### src/hw/fts_consts.svh
`ifndef FTS_CONSTS_SVH
`define FTS_CONSTS_SVH

// register byte offsets
`define FTS_OFF_CTRL 6'h00
`define FTS_OFF_SLOW_REF 6'h04
`define FTS_OFF_REF_HALF 6'h08
`define FTS_OFF_FAULT 6'h0C
`define FTS_OFF_PEND 6'h10
`define FTS_OFF_MOTOR 6'h14
`define FTS_OFF_IRQ_STAT 6'h18
`define FTS_OFF_IRQ_CLR 6'h1C
`define FTS_OFF_IRQ_EN 6'h20

// control field positions
`define FTS_CTRL_RUN 8
`define FTS_CTRL_SLOW 9

// reset values
`define FTS_SLOW_REF_RST 10'h0B4
`define FTS_REF_HALF_RST 16'h01F4

// temperature limits, degrees C, signed 10 bit
`define FTS_T_CENTER_HOT 10'h0F0
`define FTS_T_REAR_HOT 10'h0FA
`define FTS_T_FRONT_HOT 10'h10E
`define FTS_T_PRESS_HOT 10'h0FA
`define FTS_T_ROLL_COLD 10'h028
`define FTS_T_PRESS_COLD 10'h000

// error codes and diagnostic counter values
`define FTS_C447 16'h0447
`define FTS_C449 16'h0449
`define FTS_C467 16'h0467
`define FTS_C468 16'h0468
`define FTS_CNT_READY_HOT 8'h17
`define FTS_CNT_READY_COLD 8'h07
`define FTS_CNT_PRINT 8'h19
`define FTS_CNT_SAVE_HOT 8'h1B
`define FTS_CNT_SAVE_PRESS 8'h1A
`define FTS_CNT_JAM_HOT 8'h1D
`define FTS_CNT_JAM_PRESS 8'h1C

// lock band: period / 16 is 6.25 percent
`define FTS_LOCK_SHIFT 4
`define FTS_PERIOD_MAX 17'h1FFFF

`endif

### src/hw/fts_pkg.sv
package fts_pkg;

    typedef enum logic [4:0] {
        FTS_IDLE = 5'h01,
        FTS_READY = 5'h02,
        FTS_PRINT = 5'h04,
        FTS_SAVE = 5'h08,
        FTS_JAM = 5'h10
    } fts_phase_t;

    typedef struct packed {
        logic signed [9:0] center;
        logic signed [9:0] rear;
        logic signed [9:0] front;
        logic signed [9:0] press;
    } fts_temps_t;

    typedef struct packed {
        logic hit;
        logic [15:0] code;
        logic [7:0] count;
    } fts_fault_t;

endpackage

### src/hw/fts_top.sv
// What this block does
// - overheat is checked before low temperature in ready and printing
// - a single detection is only pending; a repeat makes it final
// - ready: roller overheat gives C449 with counter 23
// - printing: overheat C449/25, then cold roller C447, cold press C467
// - energy saving: overheat C449/27, pressure roller hot C468/26
// - paper jam: overheat C449/29, pressure roller hot C468/28
// - motor runs while run line is low, stops when high
// - slow line low selects low speed, high selects high speed
// - ready and pressure roller below reference drives slow line low
// - a divided reference clock is driven to the motor
// - lock when feedback period within 6.25 percent of reference
// - hall inputs step the excitation phases while running
`timescale 1ns/100ps
`default_nettype none
`include "fts_consts.svh"

module fts_top import fts_pkg::*; (
    // clock and reset
    input wire logic clock,
    input wire logic rst_b,
    // avalon-mm slave
    input wire logic [5:0] address,
    input wire logic read,
    input wire logic write,
    input wire logic [31:0] writedata,
    output logic [31:0] readdata,
    output logic waitrequest,
    // interrupt
    output logic irq,
    // thermistor readings
    input wire fts_temps_t temps_raw,
    // motor driver board
    input wire logic [2:0] hall,
    input wire logic rotation_feedback_pulse,
    output logic fuser_motor_run_n,
    output logic fuser_motor_slow_n,
    output logic fuser_speed_ref_clock,
    output logic [5:0] phase_drive,
    output logic lock_led
);

    // ------------------------------------------------------------
    // input synchronisers
    // ------------------------------------------------------------
    fts_temps_t temps_s1;
    fts_temps_t temps;
    logic [2:0] hall_s1;
    logic [2:0] hall_s;

    always_ff @(posedge clock or negedge rst_b) begin
        if (!rst_b) begin
            temps_s1 <= '0;
            temps <= '0;
            hall_s1 <= 3'h0;
            hall_s <= 3'h0;
        end else begin
            temps_s1 <= temps_raw;
            temps <= temps_s1;
            hall_s1 <= hall;
            hall_s <= hall_s1;
        end
    end

    // ------------------------------------------------------------
    // bus slave and control registers
    // ------------------------------------------------------------
    fts_phase_t phase;
    fts_phase_t next_phase;
    logic run;
    logic next_run;
    logic force_slow;
    logic next_force_slow;
    logic [9:0] slow_ref;
    logic [9:0] next_slow_ref;
    logic [15:0] ref_half;
    logic [15:0] next_ref_half;
    logic [2:0] irq_en;
    logic [2:0] next_irq_en;
    logic [31:0] next_readdata;
    logic next_wait;
    logic acc;
    logic wr_ctrl;
    logic clr_fault;
    logic [2:0] clr_stat;
    fts_fault_t fault;
    fts_fault_t pend;
    logic [2:0] irq_stat;
    logic [16:0] period;

    function automatic logic fts_wr(input logic [5:0] a, input logic [5:0] o,
                                    input logic w, input logic k);
        fts_wr = w && k && a == o;
    endfunction

    always_comb begin
        acc = (read || write) && !waitrequest;
        wr_ctrl = fts_wr(address, `FTS_OFF_CTRL, write, acc);
        clr_fault = fts_wr(address, `FTS_OFF_FAULT, write, acc);
        clr_stat = fts_wr(address, `FTS_OFF_IRQ_CLR, write, acc)
            ? writedata[2:0] : 3'h0;
        next_wait = !((read || write) && waitrequest);
        next_phase = phase;
        next_run = run;
        next_force_slow = force_slow;
        next_slow_ref = slow_ref;
        next_ref_half = ref_half;
        next_irq_en = irq_en;
        if (wr_ctrl) begin
            unique case (writedata[4:0])
                5'h01, 5'h02, 5'h04, 5'h08, 5'h10: begin
                    next_phase = fts_phase_t'(writedata[4:0]);
                end
                default: begin
                    next_phase = FTS_IDLE;
                end
            endcase
            next_run = writedata[`FTS_CTRL_RUN];
            next_force_slow = writedata[`FTS_CTRL_SLOW];
        end
        if (fts_wr(address, `FTS_OFF_SLOW_REF, write, acc)) begin
            next_slow_ref = writedata[9:0];
        end
        if (fts_wr(address, `FTS_OFF_REF_HALF, write, acc)) begin
            next_ref_half = writedata[15:0];
        end
        if (fts_wr(address, `FTS_OFF_IRQ_EN, write, acc)) begin
            next_irq_en = writedata[2:0];
        end
        next_readdata = readdata;
        if (read && waitrequest) begin
            unique case (address)
                `FTS_OFF_CTRL: next_readdata = {22'h0, force_slow, run,
                                                3'h0, phase};
                `FTS_OFF_SLOW_REF: next_readdata = {22'h0, slow_ref};
                `FTS_OFF_REF_HALF: next_readdata = {16'h0, ref_half};
                `FTS_OFF_FAULT: next_readdata = {fault.hit, pend.hit,
                                                 6'h0, fault.count,
                                                 fault.code};
                `FTS_OFF_PEND: next_readdata = {pend.hit, 7'h0,
                                                pend.count, pend.code};
                `FTS_OFF_MOTOR: next_readdata = {lock_led, 14'h0, period};
                `FTS_OFF_IRQ_STAT: next_readdata = {29'h0, irq_stat};
                `FTS_OFF_IRQ_EN: next_readdata = {29'h0, irq_en};
                default: next_readdata = 32'h0;
            endcase
        end
    end

    always_ff @(posedge clock or negedge rst_b) begin
        if (!rst_b) begin
            phase <= FTS_IDLE;
            run <= 1'b0;
            force_slow <= 1'b0;
            slow_ref <= `FTS_SLOW_REF_RST;
            ref_half <= `FTS_REF_HALF_RST;
            irq_en <= 3'h0;
            readdata <= 32'h0;
            waitrequest <= 1'b1;
        end else begin
            phase <= next_phase;
            run <= next_run;
            force_slow <= next_force_slow;
            slow_ref <= next_slow_ref;
            ref_half <= next_ref_half;
            irq_en <= next_irq_en;
            readdata <= next_readdata;
            waitrequest <= next_wait;
        end
    end

    // ------------------------------------------------------------
    // fault judging, confirmation and interrupts
    // ------------------------------------------------------------
    fts_fault_t judge;
    fts_fault_t next_fault;
    fts_fault_t next_pend;
    logic [2:0] next_irq_stat;
    logic [2:0] ev;
    logic next_irq;
    logic latch;
    logic lock_prev;

    fts_judge fts_judge_i (
        .phase(phase),
        .t(temps),
        .hit(judge)
    );

    always_comb begin
        latch = judge.hit && pend.hit && judge == pend && !fault.hit;
        // once latched, nothing new is pended or latched
        next_pend = fault.hit ? '0 : judge;
        next_fault = fault;
        if (latch) begin
            next_fault = judge;
        end else if (clr_fault) begin
            next_fault = '0;
        end
        ev = {lock_prev && !lock_led,
              judge.hit && !pend.hit && !fault.hit,
              latch};
        next_irq_stat = (irq_stat & ~clr_stat) | ev;
        next_irq = |(next_irq_stat & next_irq_en);
    end

    always_ff @(posedge clock or negedge rst_b) begin
        if (!rst_b) begin
            fault <= '0;
            pend <= '0;
            irq_stat <= 3'h0;
            irq <= 1'b0;
            lock_prev <= 1'b0;
        end else begin
            fault <= next_fault;
            pend <= next_pend;
            irq_stat <= next_irq_stat;
            irq <= next_irq;
            lock_prev <= lock_led;
        end
    end

    // ------------------------------------------------------------
    // motor control
    // ------------------------------------------------------------
    logic [15:0] div_cnt;
    logic [15:0] next_div_cnt;
    logic next_ref_clock;
    logic next_run_n;
    logic next_slow_n;
    logic slow_cond;
    logic [5:0] next_phase_drive;

    // six step table, bits are a+ a- b+ b- c+ c-
    function automatic logic [5:0] fts_commutate(input logic [2:0] h);
        unique case (h)
            3'h5: fts_commutate = 6'h24;
            3'h4: fts_commutate = 6'h21;
            3'h6: fts_commutate = 6'h09;
            3'h2: fts_commutate = 6'h18;
            3'h3: fts_commutate = 6'h12;
            3'h1: fts_commutate = 6'h06;
            default: fts_commutate = 6'h00;
        endcase
    endfunction

    always_comb begin
        next_run_n = !run;
        slow_cond = force_slow
            || (phase == FTS_READY && temps.press < $signed(slow_ref));
        next_slow_n = !slow_cond;
        next_phase_drive = run ? fts_commutate(hall_s) : 6'h00;
        next_div_cnt = div_cnt + 16'h0001;
        next_ref_clock = fuser_speed_ref_clock;
        if ({1'b0, div_cnt} + 17'h00001 >= {1'b0, ref_half}) begin
            next_div_cnt = 16'h0000;
            next_ref_clock = !fuser_speed_ref_clock;
        end
    end

    always_ff @(posedge clock or negedge rst_b) begin
        if (!rst_b) begin
            fuser_motor_run_n <= 1'b1;
            fuser_motor_slow_n <= 1'b1;
            phase_drive <= 6'h00;
            div_cnt <= 16'h0000;
            fuser_speed_ref_clock <= 1'b0;
        end else begin
            fuser_motor_run_n <= next_run_n;
            fuser_motor_slow_n <= next_slow_n;
            phase_drive <= next_phase_drive;
            div_cnt <= next_div_cnt;
            fuser_speed_ref_clock <= next_ref_clock;
        end
    end

    fts_lock_meter fts_lock_meter_i (
        .clock(clock),
        .rst_b(rst_b),
        .feedback(rotation_feedback_pulse),
        .ref_period({ref_half, 1'b0}),
        .lock(lock_led),
        .period(period)
    );
endmodule // fts_top
`default_nettype wire

### src/hw/fts_judge.sv
`timescale 1ns/100ps
`default_nettype none
`include "fts_consts.svh"

module fts_judge import fts_pkg::*; (
    // machine phase and readings
    input wire fts_phase_t phase,
    input wire fts_temps_t t,
    // highest priority violation
    output var fts_fault_t hit
);

    logic hot;
    logic cold;
    logic p_cold;
    logic p_hot;

    always_comb begin
        hot = t.center >= $signed(`FTS_T_CENTER_HOT)
            || t.rear >= $signed(`FTS_T_REAR_HOT)
            || t.front >= $signed(`FTS_T_FRONT_HOT);
        cold = t.center <= $signed(`FTS_T_ROLL_COLD)
            || t.rear <= $signed(`FTS_T_ROLL_COLD)
            || t.front <= $signed(`FTS_T_ROLL_COLD);
        p_cold = t.press <= $signed(`FTS_T_PRESS_COLD);
        p_hot = t.press >= $signed(`FTS_T_PRESS_HOT);
        hit = '0;
        // overheat first, then the lower priority checks
        unique case (phase)
            FTS_READY: begin
                if (hot) begin
                    hit = {1'b1, `FTS_C449, `FTS_CNT_READY_HOT};
                end else if (cold) begin
                    hit = {1'b1, `FTS_C447, `FTS_CNT_READY_COLD};
                end else if (p_cold) begin
                    hit = {1'b1, `FTS_C467, `FTS_CNT_READY_COLD};
                end
            end
            FTS_PRINT: begin
                if (hot) begin
                    hit = {1'b1, `FTS_C449, `FTS_CNT_PRINT};
                end else if (cold) begin
                    hit = {1'b1, `FTS_C447, `FTS_CNT_PRINT};
                end else if (p_cold) begin
                    hit = {1'b1, `FTS_C467, `FTS_CNT_PRINT};
                end
            end
            FTS_SAVE: begin
                if (hot) begin
                    hit = {1'b1, `FTS_C449, `FTS_CNT_SAVE_HOT};
                end else if (p_hot) begin
                    hit = {1'b1, `FTS_C468, `FTS_CNT_SAVE_PRESS};
                end
            end
            FTS_JAM: begin
                if (hot) begin
                    hit = {1'b1, `FTS_C449, `FTS_CNT_JAM_HOT};
                end else if (p_hot) begin
                    hit = {1'b1, `FTS_C468, `FTS_CNT_JAM_PRESS};
                end
            end
            default: begin
                hit = '0;
            end
        endcase
    end

endmodule // fts_judge
`default_nettype wire

### src/hw/fts_lock_meter.sv
`timescale 1ns/100ps
`default_nettype none
`include "fts_consts.svh"

module fts_lock_meter (
    // clock and reset
    input wire logic clock,
    input wire logic rst_b,
    // feedback pulse pin and reference period in cycles
    input wire logic feedback,
    input wire logic [16:0] ref_period,
    // lock state and last measured period
    output logic lock,
    output logic [16:0] period
);

    logic fb_s1;
    logic fb_s2;
    logic fb_s3;
    logic [16:0] cnt;
    logic [16:0] next_cnt;
    logic [16:0] next_period;
    logic next_lock;
    logic edge_seen;
    logic [16:0] tol;
    logic [16:0] dev;

    function automatic logic [16:0] fts_absdiff(input logic [16:0] a,
                                                input logic [16:0] b);
        fts_absdiff = (a > b) ? a - b : b - a;
    endfunction

    always_comb begin
        edge_seen = fb_s2 && !fb_s3;
        tol = ref_period >> `FTS_LOCK_SHIFT;
        dev = fts_absdiff(cnt, ref_period);
        next_cnt = (cnt == `FTS_PERIOD_MAX) ? cnt : cnt + 17'h00001;
        next_period = period;
        next_lock = lock;
        if (edge_seen) begin
            next_cnt = 17'h00001;
            next_period = cnt;
            next_lock = dev <= tol;
        end else if ({1'b0, cnt} > {1'b0, ref_period} + {1'b0, tol}) begin
            // stalled rotor falls out of lock without waiting for an edge
            next_lock = 1'b0;
        end
    end

    always_ff @(posedge clock or negedge rst_b) begin
        if (!rst_b) begin
            fb_s1 <= 1'b0;
            fb_s2 <= 1'b0;
            fb_s3 <= 1'b0;
            cnt <= 17'h00000;
            period <= 17'h00000;
            lock <= 1'b0;
        end else begin
            fb_s1 <= feedback;
            fb_s2 <= fb_s1;
            fb_s3 <= fb_s2;
            cnt <= next_cnt;
            period <= next_period;
            lock <= next_lock;
        end
    end
endmodule // fts_lock_meter
`default_nettype wire

### config.mk
export PLATFORM = sky130hd
export DESIGN_NAME = fts_top
export DESIGN_NICKNAME = d
export VERILOG_FILES = /design/src/hw/fts_pkg.sv /design/src/hw/fts_top.sv /design/src/hw/fts_judge.sv /design/src/hw/fts_lock_meter.sv
export VERILOG_INCLUDE_DIRS = /design/src /design/src/hw
export SDC_FILE = /design/constraint.sdc
export NUM_CORES = 1
export LEC_CHECK = 0
export ABC_AREA = 0
export BUFFER_PORTS_ARGS = -buffer_cell sky130_fd_sc_hd__buf_2
export CORE_MARGIN = 3
export CORE_UTILIZATION = 49
export DETAILED_ROUTE_END_ITERATION = 10
export GPL_TIMING_DRIVEN = 0
export PLACE_DENSITY_LB_ADDON = 0.08
export REMOVE_ABC_BUFFERS = 1
export SYNTH_ARGS = -nofsm -noshare
export SYNTH_HDL_FRONTEND = slang
export SYNTH_SLANG_ARGS = --single-unit
### constraint.sdc
create_clock -name clock -period 5.04 [get_ports clock]
set_clock_uncertainty 0.2 [all_clocks]
set_input_delay 1.26 -clock clock [delete_from_list [all_inputs] [get_ports clock]]
set_output_delay 1.26 -clock clock [all_outputs]
set_load 0.005 [all_outputs]
======== After elaboration in Yosys (flattened, before gate mapping) ========
Cells that the tools add are included.
storage, ports and cells
  word-level logic and storage cells ...... 151
  input bits .............................. 86
  latch bits .............................. 0
  bits in read-only memories .............. 0
  output and inout port bits .............. 44
  RAM bits ................................ 0
  memories ................................ 0
  bits in registers ....................... 273
cells by class
  multiplexer cells ....................... 26
  $lt $le $gt $ge ......................... 13
  shift operators ......................... 0
  multipliers ............................. 0
  add/subtract/negate cells ............... 6
  equal/unequal tests ..................... 26
  reductions and logical operators ........ 38
  div/mod/pow operators ................... 0
  bitwise operators ....................... 4
operators with widths
  kind                   count
  $mux 25                13
  $pmux 32 s8            1
  $pmux 25 s4            1
  $mux 17                3
  $pmux 6 s6             1
  $sub 17x17->17         2
  $ge 10x9->1 const B    3
  $le 10x7->1 const B    3
  $eq 25x25->1           1
  $eq 6x5->1 const B     4
  $add 17x13->18         1
  $gt 17x18->1           1
  $logic_and 1x1->1      18
  $add 16x1->17 const B  1
  $add 17x1->17 const B  1
  $eq 17x17->1 const B   1
  $ge 17x16->1           1
  $gt 17x17->1           1
  $le 17x13->1           1
  $add 16x1->16 const B  1
  $mux 16                1
  $eq 6x4->1 const B     2
  $eq 5x2->1 const B     2
  $eq 5x3->1 const B     2
  25 further kinds       47

======== Depth between registers and ports, before layout ========
Gate-level depths: netlist (run 1).
  depth after elaboration ................. 12
  depth in mapped cells ................... 21

======== Hierarchy ========
Synthesis (run 1) repeated with hierarchy kept, for this count alone.
unflattened totals
  cell total of the unflattened synthesis .. 1409
  area total of the unflattened synthesis .. 14357.5 um^2
modules (own cells, without submodules)
  module          times used  sequential area each (um^2)  cells each  area each (um^2)
  fts_top         1           5748.0                       769         9148.8
  fts_lock_meter  1           950.9                        567         4708.3
  fts_judge       1           0.0                          73          500.5

======== Least setup slack after synthesis (run 1) ========
Ideal clock, no wire load.
  kind .................................... reg-to-reg
  from .................................... register fts_lock_meter_i.cnt[1]
  to ...................................... register fts_lock_meter_i.lock
  buffers on the path ..................... 2
  path slack .............................. 971 ps
  data arrival time ....................... 3803 ps
  setup time .............................. 66 ps
  clock period less this slack ............ 4069 ps
  cell stages (with the launch flop) ...... 22
  cells stage by stage .................... dfrtp_1 -> inv_1 -> ha_1 -> inv_1 -> fa_1 -> a21o_1 -> a22o_1 -> o21ai_1 -> a21bo_4 -> buf_6 -> buf_2 -> mux2i_1 -> o21ai_0 -> a31oi_1 -> xnor2_1 -> ha_1 -> a21oi_1 -> nor2b_1 -> a2111oi_0 -> o21ai_0 -> o31ai_1 -> a41o_1
between the ends
  longest elaborated chain between the ends .. 4
  elaborated cells between the ends (all ways) .. 8
  those cells by class .................... 2 x add/sub; 3 x order compare; 2 x mux; 1 x reduce/logical
RTL lines
  item                                                   RTL line              RTL
  start, declared                                        fts_lock_meter.sv:20  logic [16:0] cnt;
  start signal, assigned                                 fts_lock_meter.sv:62  cnt <= next_cnt;
  $sub 17x17->17 / $gt 17x17->1 (equally long branches)  fts_lock_meter.sv:30  fts_absdiff = (a > b) ? a - b : b - a;
  $mux 17                                                fts_lock_meter.sv:30
  $le 17x13->1                                           fts_lock_meter.sv:43  next_lock = dev <= tol;
  $mux 1                                                 fts_lock_meter.sv:40  if (edge_seen) begin
  end signal, assigned                                   fts_lock_meter.sv:64  lock <= next_lock;
  end, declared                                          fts_lock_meter.sv:13  output logic lock,
Parallel ways exist; a longest one is shown, timed or not.
A chain may end at the register's enable or synchronous reset.

======== Worst setup path after layout (run 1) ========
Same ends and word-level chain as after synthesis.

==> impl_metrics.env, run 1 <==
export IMPL_clock_fmax_mhz=209
export IMPL_synth_edf_count=0
export IMPL_critPathLaunchType="flop"
export IMPL_synthMuxAreaShare_pct=3.37
export IMPL_antenna_found_initial=0
export IMPL_vias_per_cell=5.58
export IMPL_drv_cap=0
export IMPL_vias=9260
export IMPL_r2r_start="fts_lock_meter_i.cnt[1]$_DFFE_PN0P_"
export IMPL_tightest_slew_ns=1.15
export IMPL_die_h_um=164
export IMPL_syn_area_per_cell_um2=10.1
export IMPL_fin_crit_ns=4.78
export IMPL_finalCritPeriodShare_pct=94.9
export IMPL_ys_warn_count=0
export IMPL_rsz0062_at_grt="no"
export IMPL_sw_frac_of_total_pct=31.5
export IMPL_synth_compound_area_share_pct=16.4
export IMPL_r2r_end="fts_lock_meter_i.lock$_DFFE_PN0P_"
export IMPL_synthArstFlopShare_pct=100
export IMPL_hold_worst_slack_ns=0.143
export IMPL_rr_worst_depth=19
export IMPL_power_leakage_uw=0.00666
export IMPL_dp_hpwl_mm=22.0
export IMPL_synth_xor_area_share_pct=3.92
export IMPL_cts_num_sinks=232
export IMPL_synth_cell_types=79
export IMPL_clkTransAtPathRegs_ns=0.06
export IMPL_slew_headroom_pct=22.6
export IMPL_grt_usage_pct=22.1
export IMPL_cts_tree="built"
export IMPL_ant_nets=0
export IMPL_drt_iter0_drc=734
export IMPL_num_io_pins=130
export IMPL_p_total_uw=5650
export IMPL_h_tree_depth=1
export IMPL_syn_inst=1216
export IMPL_insertion_delay_ns=0.52
export IMPL_seq_area_frac_synth_pct=47.4
export IMPL_n_antenna_cell=0
export IMPL_fp_coreArea_mm2=0.0245
export IMPL_dp_slack_ns=-0.0239
export IMPL_syn_to_final_growth_pct=14.6
export IMPL_ys_flop_type="dfrtp_1"
export IMPL_critPathCaptureType="flop"
export IMPL_ctsLongestPathBuffers=3
export IMPL_portBuffers=104
export IMPL_die_area_mm2=0.0270
export IMPL_synth_top_family_by_area="compound AO/OA/AOI/OAI gates"
export IMPL_power_frac_comb_pct=27.9
export IMPL_internal_power_uw=3870
export IMPL_hold_violations=0
export IMPL_cts_buffers=26
export IMPL_setup_ws_ns=0.258
export IMPL_min_to="temps[38]$_DFF_PN0_"
export IMPL_drv_slew=0
export IMPL_rrSetupSlack_ns=0.26
export IMPL_avgRoutedWirePerCell_um=17.9
export IMPL_critPathRequiredTime_ns=5.28
export IMPL_rows=57
export IMPL_grt_pass1_vias=8785
export IMPL_gp_congestion=0.892
export IMPL_p_per_area_mw_per_mm2=401
export IMPL_drc=0
export IMPL_hold_class="flop to flop"
export IMPL_nNetsFinal=1506
export IMPL_overflow=0
export IMPL_start_util_pct=50.2
export IMPL_synth_simple_area_share_pct=13.8
export IMPL_cts_hold_fix_buffers=0
export IMPL_root_buffer="clkbuf_16"
export IMPL_seqPwrFrac_pct=37.8
export IMPL_hold_start="temps_s1[38]$_DFF_PN0_"
export IMPL_routed_wl_mm=29.6
export IMPL_setup_violations_final=0
export IMPL_crit_arrival_ns=5.02
export IMPL_holdPathStages=0
export IMPL_synthAdderAreaFrac_pct=10.9
export IMPL_p_sw_uw=1780
export IMPL_peakVddDrop_v=0.000290
export IMPL_grt_pass1_wl_mm=47.4
export IMPL_syn_area_mm2=0.0123
export IMPL_grt_max_degree=109
export IMPL_worstSetupPathType="flop to flop"
export IMPL_fp_dieW_um=164
export IMPL_critPathMaxFanout=8
export IMPL_clock_power_share_pct=34.4
export IMPL_status="complete, no violations"
export IMPL_drive_above_1_share_pct=16.3
export IMPL_ys_ff_latch=232
export IMPL_dr_pass1_iters=7
## final cells by class
type                       count  area, um^2
clock buffer                  36         769
clock inverter                12         144
fill                        2129       10400
inverter                      69         259
multi-input combinational    874        6040
sequential                   232        5820
tap                          324         405
timing repair buffer         112         642
## cells by family (layout without fill, tap and decap cells)
group           Yosys count  in the layout
simple gates            356            356
compound gates          309            310
flops                   232            232
buf+inv                 119            229
fa+ha+maj               105            105
xor+xnor                 55             55
mux                      39             39
other cells               1              9
## worst max-delay path, stage by stage (launching register included)
cell       delay, ns
dfrtp_1         0.47
inv_1           0.14
ha_1            0.17
inv_1           0.05
fa_1            0.44
a21o_1          0.21
a22o_1          0.21
o21ai_2         0.25
a21bo_4         0.25
mux2_2          0.35
o21ai_1         0.13
a31oi_1         0.15
xnor2_1         0.23
ha_1            0.28
a21oi_1         0.14
nor2b_1         0.06
a2111oi_1       0.39
o21ai_0         0.15
o31ai_1         0.13
a41o_1          0.30
## state kept, by name, summed over array words and instances, names as in the netlist, 3 cells and up
name,count
temps,40
temps_s1,40
readdata,23
fts_lock_meter_i.cnt,17
fts_lock_meter_i.period,17
div_cnt,16
ref_half,16
slow_ref,10
fault,9
pend,9
phase_drive,6
phase,5
hall_s1,3
hall_s,3
irq_en,3
irq_stat,3
## what timing repair did
action | 4_1_cts | 5_1_grt
buffers inserted | 0 | 3
gates resized for setup | 1 | 6
endpoints found under the hold margin | 0 | 0
pin swaps | 1 | 0
gates cloned | 1 | 0
setup endpoints to repair | 1 | 1
## synthesized netlist by cell type (6+ instances only)
cell | n | area (um^2)
o21ai_1 | 8 | 40.0
mux2i_1 | 20 | 200
a22o_1 | 15 | 131
and3_1 | 6 | 37.5
nor2b_1 | 17 | 106
or3_1 | 7 | 43.8
inv_1 | 69 | 259
a31oi_1 | 15 | 93.8
o21bai_1 | 6 | 45.0
ha_1 | 102 | 1280
dfrtp_1 | 218 | 5460
and2_1 | 8 | 50.1
a21oi_1 | 63 | 315
o21a_1 | 10 | 75.1
mux2_2 | 19 | 214
nand2b_1 | 9 | 56.3
buf_4 | 9 | 67.6
a221oi_1 | 6 | 52.6
nand2_1 | 127 | 477
a22oi_1 | 16 | 120
nor4_1 | 12 | 75.1
nand3_1 | 29 | 145
buf_2 | 14 | 70.1
xnor2_1 | 38 | 333
xor2_1 | 17 | 149
dfstp_2 | 14 | 368
nand4_1 | 15 | 93.8
o21ai_0 | 92 | 460
nor2_1 | 78 | 293
clkbuf_1 | 25 | 93.8
a21o_1 | 26 | 195
nor3_1 | 25 | 125
## through the flow
| stage | cell area (um^2) | TNS, ns | util, % | instances |
|---|---|---|---|---|
| final | 14100 | 0 | 57.6 | 1659 |
| after global routing | 14100 | 0 | 57.6 | 1659 |
| after CTS | 14000 | 0 | 57.3 | 1656 |
| after detailed placement | 13100 | -0.0239 | 53.5 | 1607 |
| after global placement | 13000 | -342.54 | 53.1 | 1602 |
| after floorplan | 12100 | 0 | - | 1174 |
## cell usage in the layout (no fill, tap or decap), types with 26 or more instances in the layout
cell type,n
nand2_1,126
inv_1,69
buf_2,103
xnor2_1,38
ha_1,101
a21oi_1,63
dfrtp_1,218
a21o_1,26
clkbuf_16,27
o21ai_0,92
nand3_1,29
nor2_1,78
## worst max path at each step
stage | startpoint | endpoint | slack [ns] | cells past startpoint
global route | fts_lock_meter_i.cnt[1]$_DFFE_PN0P_ | fts_lock_meter_i.lock$_DFFE_PN0P_ | 0.05 | 20
CTS | fts_lock_meter_i.cnt[1]$_DFFE_PN0P_ | fts_lock_meter_i.lock$_DFFE_PN0P_ | 0.05 | 18
detailed placement | ref_half[12]$_DFFE_PN0P_ | fts_lock_meter_i.lock$_DFFE_PN0P_ | -0.02 | 15
finish | fts_lock_meter_i.cnt[1]$_DFFE_PN0P_ | fts_lock_meter_i.lock$_DFFE_PN0P_ | 0.26 | 19
global placement | rst_b | temps_s1[31]$_DFF_PN0_ | -1.59 | 1
floorplan | fts_lock_meter_i.cnt[1]$_DFFE_PN0P_ | fts_lock_meter_i.lock$_DFFE_PN0P_ | 0.99 | 19
## per-layer routing
metal,vias to the layer above,wire [um],global-route usage [%]
met1,4478,14400,33.2
met4,0,641,4.84
met3,40,1450,3.15
li1,4526,-,-
met5,-,0,0
met2,216,13200,34.1
## power by group through the flow
stage | Sequential (uW) | Combinational, uW | Clock [uW]
after detailed placement | 2170 | 1510 | 0
after global placement | 2160 | 1480 | 0
after CTS | 2130 | 1530 | 1990
after floorplan | 2120 | 1110 | 0
final | 2130 | 1570 | 1940
after global routing | 2150 | 1790 | 2070
Power figures use the tool's default switching activity.
==> run 2, diff against run 1 <==
Settings changed: CELL_PAD_IN_SITES_DETAIL_PLACEMENT set to 0, CELL_PAD_IN_SITES_GLOBAL_PLACEMENT set to 1, CORE_UTILIZATION 49 to 47.
==> impl_metrics.env, run 2 (synthesized netlist as in run 1, its figures left out) <==
export IMPL_dp_slack_ns=0.156
export IMPL_overflow=0
export IMPL_cts_resized=0
export IMPL_vias_per_cell=5.59
export IMPL_sw_frac_of_total_pct=30.5
export IMPL_r2r_start="ref_half[0]$_DFFE_PN0P_"
export IMPL_gp_congestion=0.887
export IMPL_internal_power_uw=4010
export IMPL_layout_common_cells="dfrtp_1 (218), nand2_1 (127), buf_2 (103)"
export IMPL_critPathLaunchType="flop"
export IMPL_root_buffer="clkbuf_16"
export IMPL_die_area_mm2=0.0281
export IMPL_cts_tree="built"
export IMPL_post_cts_buffers=0
export IMPL_insertion_delay_ns=0.53
export IMPL_rr_worst_depth=17
export IMPL_drc=0
export IMPL_critPathMaxFanout=11
export IMPL_layoutNonFillerInstCount=1663
export IMPL_cts_buffers=26
export IMPL_start_util_pct=48.2
export IMPL_drv_cap=0
export IMPL_hold_class="flop to flop"
export IMPL_vias=9296
export IMPL_status="complete, no violations"
export IMPL_num_io_pins=130
export IMPL_place_inst=1612
export IMPL_ant_nets=0
export IMPL_p_per_area_mw_per_mm2=409
export IMPL_peakVddDrop_v=0.000335
export IMPL_ctsLongestPathBuffers=3
export IMPL_crit_path_frequent_cell="ha_1"
export IMPL_worstSetupPathType="flop to flop"
export IMPL_antenna_found_initial=1
export IMPL_drv_slew=0
export IMPL_critPathRequiredTime_ns=5.30
export IMPL_grt_max_degree=114
export IMPL_gr_usage_met3_pct=3.73
export IMPL_busiest_layer="met1"
export IMPL_grt_pass1_vias=8813
export IMPL_hold_start="temps_s1[14]$_DFF_PN0_"
export IMPL_grtUsageMet2_pct=32.0
export IMPL_setup_violations_final=0
export IMPL_finalCritPeriodShare_pct=94.1
export IMPL_clock_fmax_mhz=211
export IMPL_dr_pass1_iters=5
export IMPL_die_h_um=168
export IMPL_portBuffers=104
export IMPL_h_tree_depth=1
export IMPL_hold_worst_slack_ns=0.143
export IMPL_fp_dieW_um=168
export IMPL_fill_cells=2264
export IMPL_fin_crit_ns=4.74
export IMPL_dp_hpwl_mm=22.5
export IMPL_grt_usage_pct=21.2
export IMPL_cts_num_sinks=232
export IMPL_fp_coreArea_mm2=0.0255
export IMPL_cts_hold_fix_buffers=0
export IMPL_layout_commonest_cell="dfrtp_1"
export IMPL_slew_headroom_pct=17.9
export IMPL_drive_above_1_share_pct=15.9
export IMPL_tightest_slew_ns=1.23
export IMPL_clkTransAtPathRegs_ns=0.06
export IMPL_setup_ws_ns=0.298
export IMPL_syn_to_final_growth_pct=15.0
export IMPL_rrSetupSlack_ns=0.30
export IMPL_clock_power_share_pct=36.2
export IMPL_r2r_end="fts_lock_meter_i.lock$_DFFE_PN0P_"
export IMPL_power_leakage_uw=0.00668
export IMPL_p_total_uw=5780
export IMPL_critPathCaptureType="flop"
export IMPL_worstPathCellList="ha_1, inv_1, fa_1, a21o_1, a22o_1, o21ai_2, a21bo_4, mux2i_1, o2bb2ai_1, a21oi_1, xnor2_1, ha_1, and4_1, a2111oi_1, o21ai_0, o31ai_1, a41o_1"
export IMPL_avgRoutedWirePerCell_um=18.1
export IMPL_p_sw_uw=1760
export IMPL_drt_iter0_drc=623
export IMPL_cp_slowest_cell="dfrtp_1"
export IMPL_power_frac_comb_pct=26.8
export IMPL_grt_use_met1_pct=32.1
export IMPL_grt_pass1_wl_mm=48.2
export IMPL_holdPathStages=0
export IMPL_min_to="temps[14]$_DFF_PN0_"
export IMPL_nNetsFinal=1502
export IMPL_reg_top3="temps x40, temps_s1 x40, readdata x23"
export IMPL_rows=58
export IMPL_hold_violations=0
export IMPL_critPathMaxStageDelay_ns=0.54
export IMPL_routed_wl_mm=30.1
export IMPL_seqPwrFrac_pct=36.9
export IMPL_crit_arrival_ns=5.00
[run 2: through the flow]
| stage | setup TNS, ns | util (%) | instance area [um^2] |
|---|---|---|---|
| after floorplan | 0 | - | 12100 |
| after global placement | -338.36 | 51.0 | 13000 |
| after detailed placement | 0 | 51.4 | 13100 |
| after CTS | 0 | 55.3 | 14100 |
| after global routing | -0.00173 | 55.5 | 14100 |
| final | 0 | 55.5 | 14100 |
[run 2: layout make-up]
cell class / instances / area [um^2] / area share (%)
clock inverters: 10 / 191 / 1.35
repair buffers: 108 / 608 / 4.30
flip-flops and latches: 232 / 5820 / 41.2
clock buffers: 38 / 787 / 5.57
diodes: 2 / 5.00 / 0.0354
inverters: 69 / 259 / 1.83
multi-input cells: 874 / 6050 / 42.8
well taps: 330 / 413 / 2.92
[run 2: power groups by stage]
stage	logic, uW	clock network [uW]	registers [uW]
global placement	1490	0	2160
floorplan	1110	0	2120
CTS	1530	2150	2130
finish	1550	2090	2130
detailed placement	1520	0	2160
global route	1750	2230	2150
[run 2: worst max-delay path: cells and delay by family (launching register included)]
kind	cells	cell delay, ns
muxes	1	0.30
buffers and inverters	1	0.05
AOI/OAI and AO/OA	10	2.29
adders and majority gates	3	0.92
xor gates and xnor gates	1	0.16
and+or+nand+nor	1	0.21
DFF	1	0.54
[run 2: how the worst max path moves through the flow]
stage                                              to  slack (ns)  depth (start not counted)                            startpoint
finish              fts_lock_meter_i.lock$_DFFE_PN0P_        0.30                         17               ref_half[0]$_DFFE_PN0P_
global route        fts_lock_meter_i.lock$_DFFE_PN0P_      -0.002                         17  fts_lock_meter_i.cnt[15]$_DFFE_PN0P_
CTS                 fts_lock_meter_i.lock$_DFFE_PN0P_        0.11                         19   fts_lock_meter_i.cnt[1]$_DFFE_PN0P_
detailed placement  fts_lock_meter_i.lock$_DFFE_PN0P_        0.16                         19   fts_lock_meter_i.cnt[1]$_DFFE_PN0P_
global placement               temps_s1[31]$_DFF_PN0_       -1.56                          1                                 rst_b
floorplan           fts_lock_meter_i.lock$_DFFE_PN0P_        0.99                         19   fts_lock_meter_i.cnt[1]$_DFFE_PN0P_
[run 2: per-layer routing]
metal  vias up  part of all wire (%)
met3        41                   6.3
li1       4511                     -
met5         -                     0
met1      4489                    49
met2       255                    43
met4         0                   2.1
